--- config.mk ---
export PLATFORM = sky130hd
export DESIGN_NAME = acs_comparator_top
export DESIGN_NICKNAME = d
export VERILOG_FILES = /design/src/acs_pkg.sv /design/src/acs_comparator_top.sv
export SDC_FILE = /design/constraint.sdc
export NUM_CORES = 1
export LEC_CHECK = 0
export BUFFER_PORTS_ARGS = -buffer_cell sky130_fd_sc_hd__buf_2
export CORE_ASPECT_RATIO = 0.8
export CORE_UTILIZATION = 34
export DETAILED_ROUTE_END_ITERATION = 7
export GPL_TIMING_DRIVEN = 0
export PLACE_DENSITY = 0.48
export SLEW_MARGIN = 20
export SYNTH_ARGS = -nofsm -noshare
export SYNTH_HDL_FRONTEND = slang
export SYNTH_SLANG_ARGS = --single-unit
--- constraint.sdc ---
create_clock -name pclk -period 5.5 [get_ports pclk]
set_clock_uncertainty 0.15 [all_clocks]
set_input_delay 1.1 -clock pclk [delete_from_list [all_inputs] [get_ports pclk]]
set_output_delay 1.1 -clock pclk [all_outputs]
set_load 0.01 [all_outputs]
--- src/acs_pkg.sv ---
/*
 * acs_pkg: shared constants for the axis comparator 3/4 setup block:
 * register offsets, field positions of the environment setup word,
 * method, action and source codes, index pulse states and timing.
 * Assumes a 32-bit APB bus with byte addresses on word boundaries.
 */
package acs_pkg;
	// bus geometry
	localparam int DATA_W = 32;
	localparam int ADDR_W = 8;

	// register byte offsets
	localparam logic [7:0] OFS_ENV4 = 8'h00;   // environment four word
	localparam logic [7:0] OFS_CMP1 = 8'h04;   // compare data 1
	localparam logic [7:0] OFS_CMP2 = 8'h08;   // compare data 2
	localparam logic [7:0] OFS_CMP3 = 8'h0c;   // compare data 3
	localparam logic [7:0] OFS_CMP4 = 8'h10;   // compare data 4
	localparam logic [7:0] OFS_ISTAT = 8'h14;  // sticky event status, ro
	localparam logic [7:0] OFS_ICLR = 8'h18;   // event clear, wo
	localparam logic [7:0] OFS_IEN = 8'h1c;    // event enable
	localparam logic [7:0] OFS_LIVE = 8'h20;   // live match state, ro

	// reset values
	localparam logic [31:0] RST_ENV4 = 32'h0000_0000;
	localparam logic [31:0] RST_CMP = 32'h0000_0000;
	localparam logic [4:0] RST_IEN = 5'h00;

	// field positions inside the environment four word
	localparam int F_C1SRC = 0;    // cmp1 source, 2 bits
	localparam int F_C1MTH = 2;    // cmp1_method_sel, 3 bits
	localparam int F_C1ACT = 5;    // cmp1 action, 2 bits
	localparam int F_C2SRC = 8;
	localparam int F_C2MTH = 10;   // cmp2_method_sel
	localparam int F_C2ACT = 13;
	localparam int F_C3SRC = 16;   // cmp3 source
	localparam int F_C3MTH = 18;   // cmp3_method_sel
	localparam int F_C3ACT = 21;   // cmp3_action_sel
	localparam int F_INDEX_MODE_BIT = 23;    // index_mode_bit
	localparam int F_C4SRC = 24;   // cmp4_source_sel
	localparam int F_C4MTH = 26;   // cmp4_method_sel, 4 bits
	localparam int F_C4ACT = 30;   // cmp4_action_sel

	// comparison method codes (4-bit form; 3-bit fields are zero extended)
	localparam logic [3:0] M_EQ_ANY = 4'h1;
	localparam logic [3:0] M_EQ_UP = 4'h2;
	localparam logic [3:0] M_EQ_DN = 4'h3;
	localparam logic [3:0] M_GT = 4'h4;     // data greater than counter
	localparam logic [3:0] M_LT = 4'h5;     // data less than counter
	localparam logic [3:0] M_SWLIM = 4'h6;  // software limit, cmp1/cmp2
	localparam logic [3:0] M_IDX_ANY = 4'h8;
	localparam logic [3:0] M_IDX_ALT = 4'h9;
	localparam logic [3:0] M_IDX_DN = 4'ha;

	// match action codes
	localparam logic [1:0] A_NONE = 2'h0;
	localparam logic [1:0] A_ISTOP = 2'h1;
	localparam logic [1:0] A_DSTOP = 2'h2;
	localparam logic [1:0] A_SPEED = 2'h3;

	// comparison source codes
	localparam logic [1:0] S_CMD = 2'h0;
	localparam logic [1:0] S_MECH = 2'h1;
	localparam logic [1:0] S_DEFL = 2'h2;
	localparam logic [1:0] S_GEN = 2'h3;

	// deflection absolute ceiling
	localparam logic [15:0] DEFL_ABS_MAX = 16'h7fff;

	// index pulse width in reference clocks
	localparam int IDX_PULSE_CYCLES = 2;

	// index pulse sequencer, gray from IDX_IDLE through IDX_HI1 to IDX_HI2; both bits change on the return to IDX_IDLE
	typedef enum logic [1:0] {
		IDX_IDLE = 2'b00,
		IDX_HI1 = 2'b01,
		IDX_HI2 = 2'b11
	} acs_idx_state_t;
endpackage : acs_pkg

--- src/acs_comparator_top.sv ---
/*
 * acs_comparator_top: comparators 1 to 4 of one axis with software limits,
 * match actions, index output and an APB register slave with interrupts.
 * Assumes counters and direction flags come from the axis counter logic,
 * synchronous to pclk, and that the axis motion logic consumes the
 * one-cycle stop and speed change requests.
 */
// Overview of operation
// - cmp3 method: eq any, up, down, gt, lt
// - cmp3 code 110 and unlisted never match
// - cmp3 action: none, istop, dstop, speed change
// - cmp4 action uses the same four codes
// - index mode 0: index while general equals data2
// - index mode 1: two-cycle pulse at general zero
// - cmp4 source: command, mechanical, deflection, general
// - cmp4 method: eq any, up, down, gt, lt
// - cmp4 codes 1000 to 1010 compare general with data4, 1010 counting down only
// - cmp4 0111 and unassigned codes never match
// - deflection source compares absolute value, 0 to 32767
// - software limit stops regardless of action field
// - limit with dstop decelerates only at high speed
// - cmp3 source: command, mechanical, deflection, general
// - code 110: cmp1 positive, cmp2 negative limit
module acs_comparator_top #(
	parameter int CNT_W = 28    // width of the position counters
) (
	input wire logic pclk,
	input wire logic presetn,
	input wire logic psel,
	input wire logic penable,
	input wire logic pwrite,
	input wire logic [acs_pkg::ADDR_W-1:0] paddr,
	input wire logic [acs_pkg::DATA_W-1:0] pwdata,
	input wire logic [3:0] pstrb,
	output logic [acs_pkg::DATA_W-1:0] prdata,
	output logic pready,
	output logic pslverr,
	input wire logic signed [CNT_W-1:0] command_position_counter,
	input wire logic signed [CNT_W-1:0] mechanical_position_counter,
	input wire logic signed [15:0] deflection_counter,
	input wire logic signed [CNT_W-1:0] general_counter,
	input wire logic [3:0] count_dir_up,
	input wire logic high_speed,
	output logic index_output,
	output logic [3:0] cmp_match,
	output logic stop_immediate,
	output logic stop_decel,
	output logic speed_change,
	output logic irq
);
	import acs_pkg::*;

	// registers
	logic [31:0] env4_r;                        // environment four setup
	logic signed [CNT_W-1:0] cdata_r [0:3];     // compare data 1..4
	logic [4:0] istat_r;                        // matches 1..4, limit stop
	logic [4:0] ien_r;                          // event enables
	logic [DATA_W-1:0] prdata_r;
	logic pready_r;
	logic pslverr_r;

	// combinational comparison results
	logic [3:0] match_now;
	logic [3:0] match_q;                        // previous cycle, for edges
	logic swlim_now;
	logic swlim_q;
	logic idx_level;
	logic signed [CNT_W-1:0] gen_q;             // previous general counter
	acs_idx_state_t idx_st_r;
	acs_idx_state_t idx_st_nxt;

	// bus phase decode
	logic acc;
	logic wr_acc;
	logic mapped;
	assign acc = psel & penable & pready_r;
	assign wr_acc = acc & pwrite;

	// evaluate one comparison method; unlisted codes never match
	function automatic logic cmp_eval(input logic [3:0] mth,
		input logic signed [CNT_W-1:0] dat,
		input logic signed [CNT_W-1:0] val, input logic up);
		logic r;
		r = 1'b0;
		case (mth)
		M_EQ_ANY: r = (dat == val);
		M_EQ_UP: r = (dat == val) & up;
		M_EQ_DN: r = (dat == val) & ~up;
		M_GT: r = (dat > val);
		M_LT: r = (dat < val);
		default: r = 1'b0;
		endcase
		return r;
	endfunction : cmp_eval

	// absolute deflection, -32768 clamped so the range stays 0..32767
	function automatic logic signed [CNT_W-1:0] defl_abs(
		input logic signed [15:0] d);
		logic [15:0] a;
		a = d[15] ? 16'(-d) : d;
		if (a > DEFL_ABS_MAX) begin
			a = DEFL_ABS_MAX;
		end
		return CNT_W'(a);
	endfunction : defl_abs

	// pick the compared counter for a source code
	function automatic logic signed [CNT_W-1:0] src_val(
		input logic [1:0] s);
		logic signed [CNT_W-1:0] v;
		v = command_position_counter;
		case (s)
		S_CMD: v = command_position_counter;
		S_MECH: v = mechanical_position_counter;
		S_DEFL: v = defl_abs(deflection_counter);
		S_GEN: v = general_counter;
		default: v = command_position_counter;
		endcase
		return v;
	endfunction : src_val

	// direction of the selected counter, deflection uses its own flag
	function automatic logic src_up(input logic [1:0] s);
		return count_dir_up[s];
	endfunction : src_up

	// field views
	logic [1:0] c1s, c2s, c3s, c4s;
	logic [3:0] c1m, c2m, c3m, c4m;
	logic [1:0] c1a, c2a, c3a, c4a;
	assign c1s = env4_r[F_C1SRC+:2];
	assign c2s = env4_r[F_C2SRC+:2];
	assign c3s = env4_r[F_C3SRC+:2];
	assign c4s = env4_r[F_C4SRC+:2];
	assign c1m = {1'b0, env4_r[F_C1MTH+:3]};
	assign c2m = {1'b0, env4_r[F_C2MTH+:3]};
	assign c3m = {1'b0, env4_r[F_C3MTH+:3]};
	assign c4m = env4_r[F_C4MTH+:4];
	assign c1a = env4_r[F_C1ACT+:2];
	assign c2a = env4_r[F_C2ACT+:2];
	assign c3a = env4_r[F_C3ACT+:2];
	assign c4a = env4_r[F_C4ACT+:2];

	// index codes on comparator 4
	logic c4_idx;
	logic c4_dir_ok;
	assign c4_idx = (c4m == M_IDX_ANY) | (c4m == M_IDX_ALT) |
		(c4m == M_IDX_DN);
	assign c4_dir_ok = (c4m != M_IDX_DN) | ~count_dir_up[S_GEN];

	// all conditions evaluated every clock on the present values
	always_comb begin
		// cmp1/cmp2: code 110 is a limit on the command counter
		match_now[0] = (c1m == M_SWLIM) ?
			(command_position_counter > cdata_r[0]) :
			cmp_eval(c1m, cdata_r[0], src_val(c1s), src_up(c1s));
		match_now[1] = (c2m == M_SWLIM) ?
			(command_position_counter < cdata_r[1]) :
			cmp_eval(c2m, cdata_r[1], src_val(c2s), src_up(c2s));
		// cmp3: 3-bit code, 110 falls into never-match
		match_now[2] = cmp_eval(c3m, cdata_r[2], src_val(c3s),
			src_up(c3s));
		// cmp4: index codes compare the general counter with data 4
		if (c4_idx) begin
			match_now[3] = (general_counter == cdata_r[3]) & c4_dir_ok;
		end else begin
			match_now[3] = cmp_eval(c4m, cdata_r[3], src_val(c4s),
				src_up(c4s));
		end
		// a limit in force, whatever its action field says
		swlim_now = ((c1m == M_SWLIM) & match_now[0]) |
			((c2m == M_SWLIM) & match_now[1]);
	end

	// edges of match state and general counter history
	always_ff @(posedge pclk or negedge presetn) begin
		if (!presetn) begin
			match_q <= 4'h0;
			swlim_q <= 1'b0;
			gen_q <= '0;
		end else begin
			match_q <= match_now;
			swlim_q <= swlim_now;
			gen_q <= general_counter;
		end
	end

	// registered live match flags
	always_ff @(posedge pclk or negedge presetn) begin
		if (!presetn) begin
			cmp_match <= 4'h0;
		end else begin
			cmp_match <= match_now;
		end
	end

	// motion requests, one cycle on the rising edge of a condition;
	// a limit rising edge overrides the comparator's own action
	logic [3:0] rise;
	logic lim_rise;
	logic [1:0] lim_act;
	assign rise = match_now & ~match_q;
	assign lim_rise = swlim_now & ~swlim_q;
	assign lim_act = ((c1m == M_SWLIM) & match_now[0]) ? c1a : c2a;

	always_ff @(posedge pclk or negedge presetn) begin
		if (!presetn) begin
			stop_immediate <= 1'b0;
			stop_decel <= 1'b0;
			speed_change <= 1'b0;
		end else begin
			stop_immediate <= 1'b0;
			stop_decel <= 1'b0;
			speed_change <= 1'b0;
			if (lim_rise) begin
				// decelerate only from high speed, else stop at once
				if (lim_act == A_DSTOP && high_speed) begin
					stop_decel <= 1'b1;
				end else begin
					stop_immediate <= 1'b1;
				end
			end else begin
				// cmp1/cmp2 ordinary plus cmp3/cmp4 actions
				if ((rise[0] && c1a == A_ISTOP) || (rise[1] && c2a == A_ISTOP) ||
					(rise[2] && c3a == A_ISTOP) ||
					(rise[3] && c4a == A_ISTOP)) begin
					stop_immediate <= 1'b1;
				end else if ((rise[0] && c1a == A_DSTOP) ||
					(rise[1] && c2a == A_DSTOP) ||
					(rise[2] && c3a == A_DSTOP) ||
					(rise[3] && c4a == A_DSTOP)) begin
					stop_decel <= 1'b1;
				end
				// speed change independent of stops; A_NONE only flags
				speed_change <= (rise[0] && c1a == A_SPEED) ||
					(rise[1] && c2a == A_SPEED) ||
					(rise[2] && c3a == A_SPEED) ||
					(rise[3] && c4a == A_SPEED);
			end
		end
	end

	// index pulse sequencer: general counter reaching zero by counting
	logic gen_zero_hit;
	assign gen_zero_hit = (general_counter == '0) & (gen_q != '0) &
		c4_dir_ok;

	always_comb begin
		idx_st_nxt = idx_st_r;
		case (idx_st_r)
		IDX_IDLE: if (gen_zero_hit) begin
			idx_st_nxt = IDX_HI1;
		end
		IDX_HI1: idx_st_nxt = IDX_HI2;
		IDX_HI2: idx_st_nxt = gen_zero_hit ? IDX_HI1 : IDX_IDLE;
		default: idx_st_nxt = IDX_IDLE;
		endcase
	end

	always_ff @(posedge pclk or negedge presetn) begin
		if (!presetn) begin
			idx_st_r <= IDX_IDLE;
		end else begin
			idx_st_r <= env4_r[F_INDEX_MODE_BIT] ? idx_st_nxt : IDX_IDLE;
		end
	end

	// index output: level in mode 0, two-clock pulse in mode 1
	// (IDX_PULSE_CYCLES states are high in the sequencer)
	assign idx_level = env4_r[F_INDEX_MODE_BIT] ?
		(idx_st_nxt != IDX_IDLE) :
		((general_counter == cdata_r[1]) & c4_dir_ok);

	always_ff @(posedge pclk or negedge presetn) begin
		if (!presetn) begin
			index_output <= 1'b0;
		end else begin
			index_output <= idx_level;
		end
	end

	// address decode
	always_comb begin
		case (paddr)
		OFS_ENV4, OFS_CMP1, OFS_CMP2, OFS_CMP3, OFS_CMP4, OFS_ISTAT,
		OFS_ICLR, OFS_IEN, OFS_LIVE: mapped = 1'b1;
		default: mapped = 1'b0;
		endcase
	end

	// byte-lane merge for writes
	function automatic logic [31:0] merge(input logic [31:0] old);
		logic [31:0] m;
		for (int i = 0; i < 4; i++) begin
			m[8*i+:8] = pstrb[i] ? pwdata[8*i+:8] : old[8*i+:8];
		end
		return m;
	endfunction : merge

	// environment and compare data registers
	always_ff @(posedge pclk or negedge presetn) begin
		if (!presetn) begin
			env4_r <= RST_ENV4;
			for (int i = 0; i < 4; i++) begin
				cdata_r[i] <= CNT_W'(RST_CMP);
			end
		end else if (wr_acc) begin
			case (paddr)
			OFS_ENV4: env4_r <= merge(env4_r);
			OFS_CMP1: cdata_r[0] <= CNT_W'(merge(32'(cdata_r[0])));
			OFS_CMP2: cdata_r[1] <= CNT_W'(merge(32'(cdata_r[1])));
			OFS_CMP3: cdata_r[2] <= CNT_W'(merge(32'(cdata_r[2])));
			OFS_CMP4: cdata_r[3] <= CNT_W'(merge(32'(cdata_r[3])));
			default: ;
			endcase
		end
	end

	// event enable register
	always_ff @(posedge pclk or negedge presetn) begin
		if (!presetn) begin
			ien_r <= RST_IEN;
		end else if (wr_acc && paddr == OFS_IEN && pstrb[0]) begin
			ien_r <= pwdata[4:0];
		end
	end

	// sticky events; a new event in the clear cycle wins over the clear
	logic [4:0] ev_set;
	logic [4:0] ev_clr;
	assign ev_set = {lim_rise, rise};
	assign ev_clr = (wr_acc && paddr == OFS_ICLR && pstrb[0]) ?
		pwdata[4:0] : 5'h00;

	always_ff @(posedge pclk or negedge presetn) begin
		if (!presetn) begin
			istat_r <= 5'h00;
			irq <= 1'b0;
		end else begin
			istat_r <= (istat_r & ~ev_clr) | ev_set;
			irq <= |(((istat_r & ~ev_clr) | ev_set) & ien_r);
		end
	end

	// apb answer: ready rises in the access phase, one cycle per transfer
	always_ff @(posedge pclk or negedge presetn) begin
		if (!presetn) begin
			pready_r <= 1'b0;
			pslverr_r <= 1'b0;
			prdata_r <= '0;
		end else begin
			pready_r <= psel & ~penable & ~pready_r;
			pslverr_r <= psel & ~penable & ~mapped;
			prdata_r <= '0;
			if (psel && !penable && !pwrite) begin
				case (paddr)
				OFS_ENV4: prdata_r <= env4_r;
				OFS_CMP1: prdata_r <= 32'(cdata_r[0]);
				OFS_CMP2: prdata_r <= 32'(cdata_r[1]);
				OFS_CMP3: prdata_r <= 32'(cdata_r[2]);
				OFS_CMP4: prdata_r <= 32'(cdata_r[3]);
				OFS_ISTAT: prdata_r <= {27'h0, istat_r};
				OFS_IEN: prdata_r <= {27'h0, ien_r};
				OFS_LIVE: prdata_r <= {26'h0, index_output, swlim_q, cmp_match};
				default: prdata_r <= '0;   // clear register reads zero
				endcase
			end
		end
	end

	assign prdata = prdata_r;
	assign pready = pready_r;
	assign pslverr = pslverr_r;
endmodule : acs_comparator_top

==> impl_results.md <==
- Status: finished, final reports clean
- CTS HTree Levels: 1
- Share of layout cells above drive strength 1: 0.253
- Syn Nets: 2039
- Final period util: 0.972
- Post-synth ARST share: 1.00
- Worst Path Required: 5.76 ns
- Unrepaired setup endpoints after global routing: false
- CTS Sinks: 228
- Min Tclk post-route: 5.34 ns
- Vias per inst: 5.83
- Clock tree buffer depth: 3
- Post-synthesis sequential area ratio: 0.335
- Max cap viols: 0
- Clock Pin Slew Worst Setup and Hold Paths: 0.07 ns
- DR vias: 15300
- Area growth syn-to-layout: 18.1%
- Routed WL: 71900 um
- First-pass GRT wire length: 105000 um
- Crit path cell chain: clkbuf_1, clkbuf_1, nor2_1, clkbuf_1, a22oi_1, ha_1, nand4_1, nor4_4, buf_4, o41ai_4, nand3b_1, mux2i_4, mux2i_4, nand2_1, a22oi_1, o2111ai_1
- Num rows: 72
- Core Box Area: 48900 sq um
- Initial drt markers: 1639
- Total track usage: 0.282
- Crit path largest cell delay: 0.81 ns
- Crit path max fanout: 10
- FF+latch count, synth: 228
- Final setup viols: 0
- Final nets: 2267
- Antenna violations before repair: 1
- Yosys warns: 0
- Final setup TNS: 0 ns
- Top post-synthesis cells by area: dfrtp_1 (34%), ha_1 (12%), mux2_2 (9.0%)
- Cell area after synthesis: 17000 sq um
- Lkg Pwr: 0.00906 uW
- Vias in the first global route: 15000
- Pin count of the biggest net entering global routing: 94
- Routed length per instance: 27.3 um
- Global placer's final weighted congestion: 0.969
- Fmax: 0.187 GHz
- Startpoint Class: flop
- GRT overflow: 0
- Die Ht: 202 um
- P per Cell Area: 208 nW/um^2
- CP Capture Type: flop
- Worst EP arrival: 5.60 ns
- Skew-Pair Late Insertion Delay: 0.57 ns
- Slew Viols, Final: 0
- CP dominant cell by count: clkbuf_1
- Kind of critical path: reg2reg
- Number of remaining DRC errors: 0
- Width of the chip: 252 um
- Cells after Synth: 1717
- Max_slew headroom: 0.252
- Ys flop type: dfrtp_1
- CTS tree: yes
- Hold_ws: 0.298 ns
- Top delay family on crit path: buffers and inverters
- Peak supply drop: 0.000198 V
- Hold Crit Class: in2async
- Initial core utilization: 0.348
- IO Count: 197
- Worst path slowest cell: clkbuf_1
- First-pass iteration count of the detailed router: 7
- Hold_buf cts: 0
- Clock root buffer: clkbuf_16
- DP HPWL: 57500 um
- Number of diodes: 0
- CTS Buf Count: 26
- EDFF count, synth: 0
- DIE AREA: 51000 sq um
- Worst Path Buf+Inv: 4
- Routed Antenna Nets: 0
- Top-area cell type share of the netlist area: 0.335
- Yosys top cell by area: dfrtp_1
- Synthesized area per cell: 9.92 sq um
- Slew @ Worst Pin: 1.09 ns
- Unique masters post-synth: 69
- Hold Fails Final Rpt: 0
- # port buffers: 195
## power breakdown
| part | switching (uW) | internal (uW) |
|---|---|---|
| registers | 8.72 | 1690 |
| clock network | 755 | 1210 |
| logic | 331 | 191 |
## cell usage in the layout, fill, tap and decap left out, drive strengths merged, types with 8 or more instances in the layout
cell type	instances
nand2	148
and3	9
nand3	29
a21o	18
a21oi	132
xnor2	41
a22oi	60
nor3	21
mux4	61
a31oi	10
nor4	25
buf	208
mux2i	47
a211oi	9
clkbuf	111
o211ai	12
nor3b	8
xor2	25
o21ai	83
mux2	136
nor2b	12
dfrtp	228
ha	168
nand4	43
inv	131
nor2	75
## flip-flops by register name (all words and copies together), names as in the netlist, 2 cells and up
name,flops
gen_q,28
idx_st_r,2
istat_r,5
cdata_r,112
ien_r,5
cmp_match,4
prdata,32
env4_r,32
## worst reg2reg max path, delay by kind of cell (launching register included)
family / cells / cell delay (ns)
buf+inv: 4 / 1.75
flops: 1 / 0.32
simple gates: 5 / 1.22
compound gates: 4 / 0.73
mux: 2 / 0.74
fa+ha+maj: 1 / 0.26
## path summary, 6_finish.rpt
check                      startpoint         end  slack [ns]  cells after the start
min in group pclk              pready      pready        0.30                      1
min                           presetn   prdata[6]        0.30                      1
min reg2reg                    pready      pready        0.30                      1
max reg2reg                env4_r[16]         irq        0.16                     16
max                        env4_r[16]         irq        0.16                     16
max in group asynchronous     presetn  prdata[23]        4.03                      2
## repair_timing
| action | in CTS | in global routing |
|---|---|---|
| endpoints found under the hold margin | 0 | 0 |
| gates cloned | 0 | 0 |
| pin swaps | 0 | 9 |
| endpoints found under the setup margin | 10 | 5 |
| buffers inserted | 0 | 6 |
| resized for setup | 38 | 18 |
## cell usage after synthesis (17+ instances only)
library cell / instances
a21o_1: 17
a21oi_1: 131
a22oi_1: 60
clkbuf_1: 78
dfrtp_1: 228
ha_1: 168
inv_1: 131
mux2_2: 136
mux2i_1: 47
mux4_2: 61
nand2_1: 148
nand3_1: 29
nand4_1: 43
nor2_1: 75
nor3_1: 21
nor4_1: 25
o21ai_0: 83
xnor2_1: 41
xor2_1: 25
## through the flow
stage          utilization  cell area (sq um)  power, uW  std cells  setup slack [ns]
3_5_place_dp         0.386              18900       2240       2580             -1.59
6_report             0.411              20100       4190       2630             0.156
5_1_grt              0.411              20100       4340       2630            0.0292
2_1_floorplan            -              17000       1970       1717             0.231
3_3_place_gp         0.385              18800       2230       2578             -1.70
4_1_cts              0.409              20000       4220       2626          0.000779
## cells by family after synthesis
family,after synthesis,synth area share
AO/OA/AOI/OAI,383,0.142
XOR/XNOR,66,0.0340
adder cells (fa/ha/maj),168,0.123
buffers and inverters,215,0.0474
flip-flops,228,0.335
multiplexers,244,0.198
AND/OR/NAND/NOR,413,0.120
## layout make-up
class,instances,area (sq um)
timing repair buffer,203,1090
sequential,228,5710
inverter,131,492
buffer,81,327
tap,666,833
multi-input combinational,1274,10700
fill,4875,28800
clock inverter,11,188
clock buffer,36,769
## routing by layer
metal / wire length [um] / track usage
met3: 5160 / 0.0495
met2: 31500 / 0.433
met5: 0 / 0
met1: 33000 / 0.409
met4: 2190 / 0.0740
Note: power is estimated with default switching activity, not from simulation.
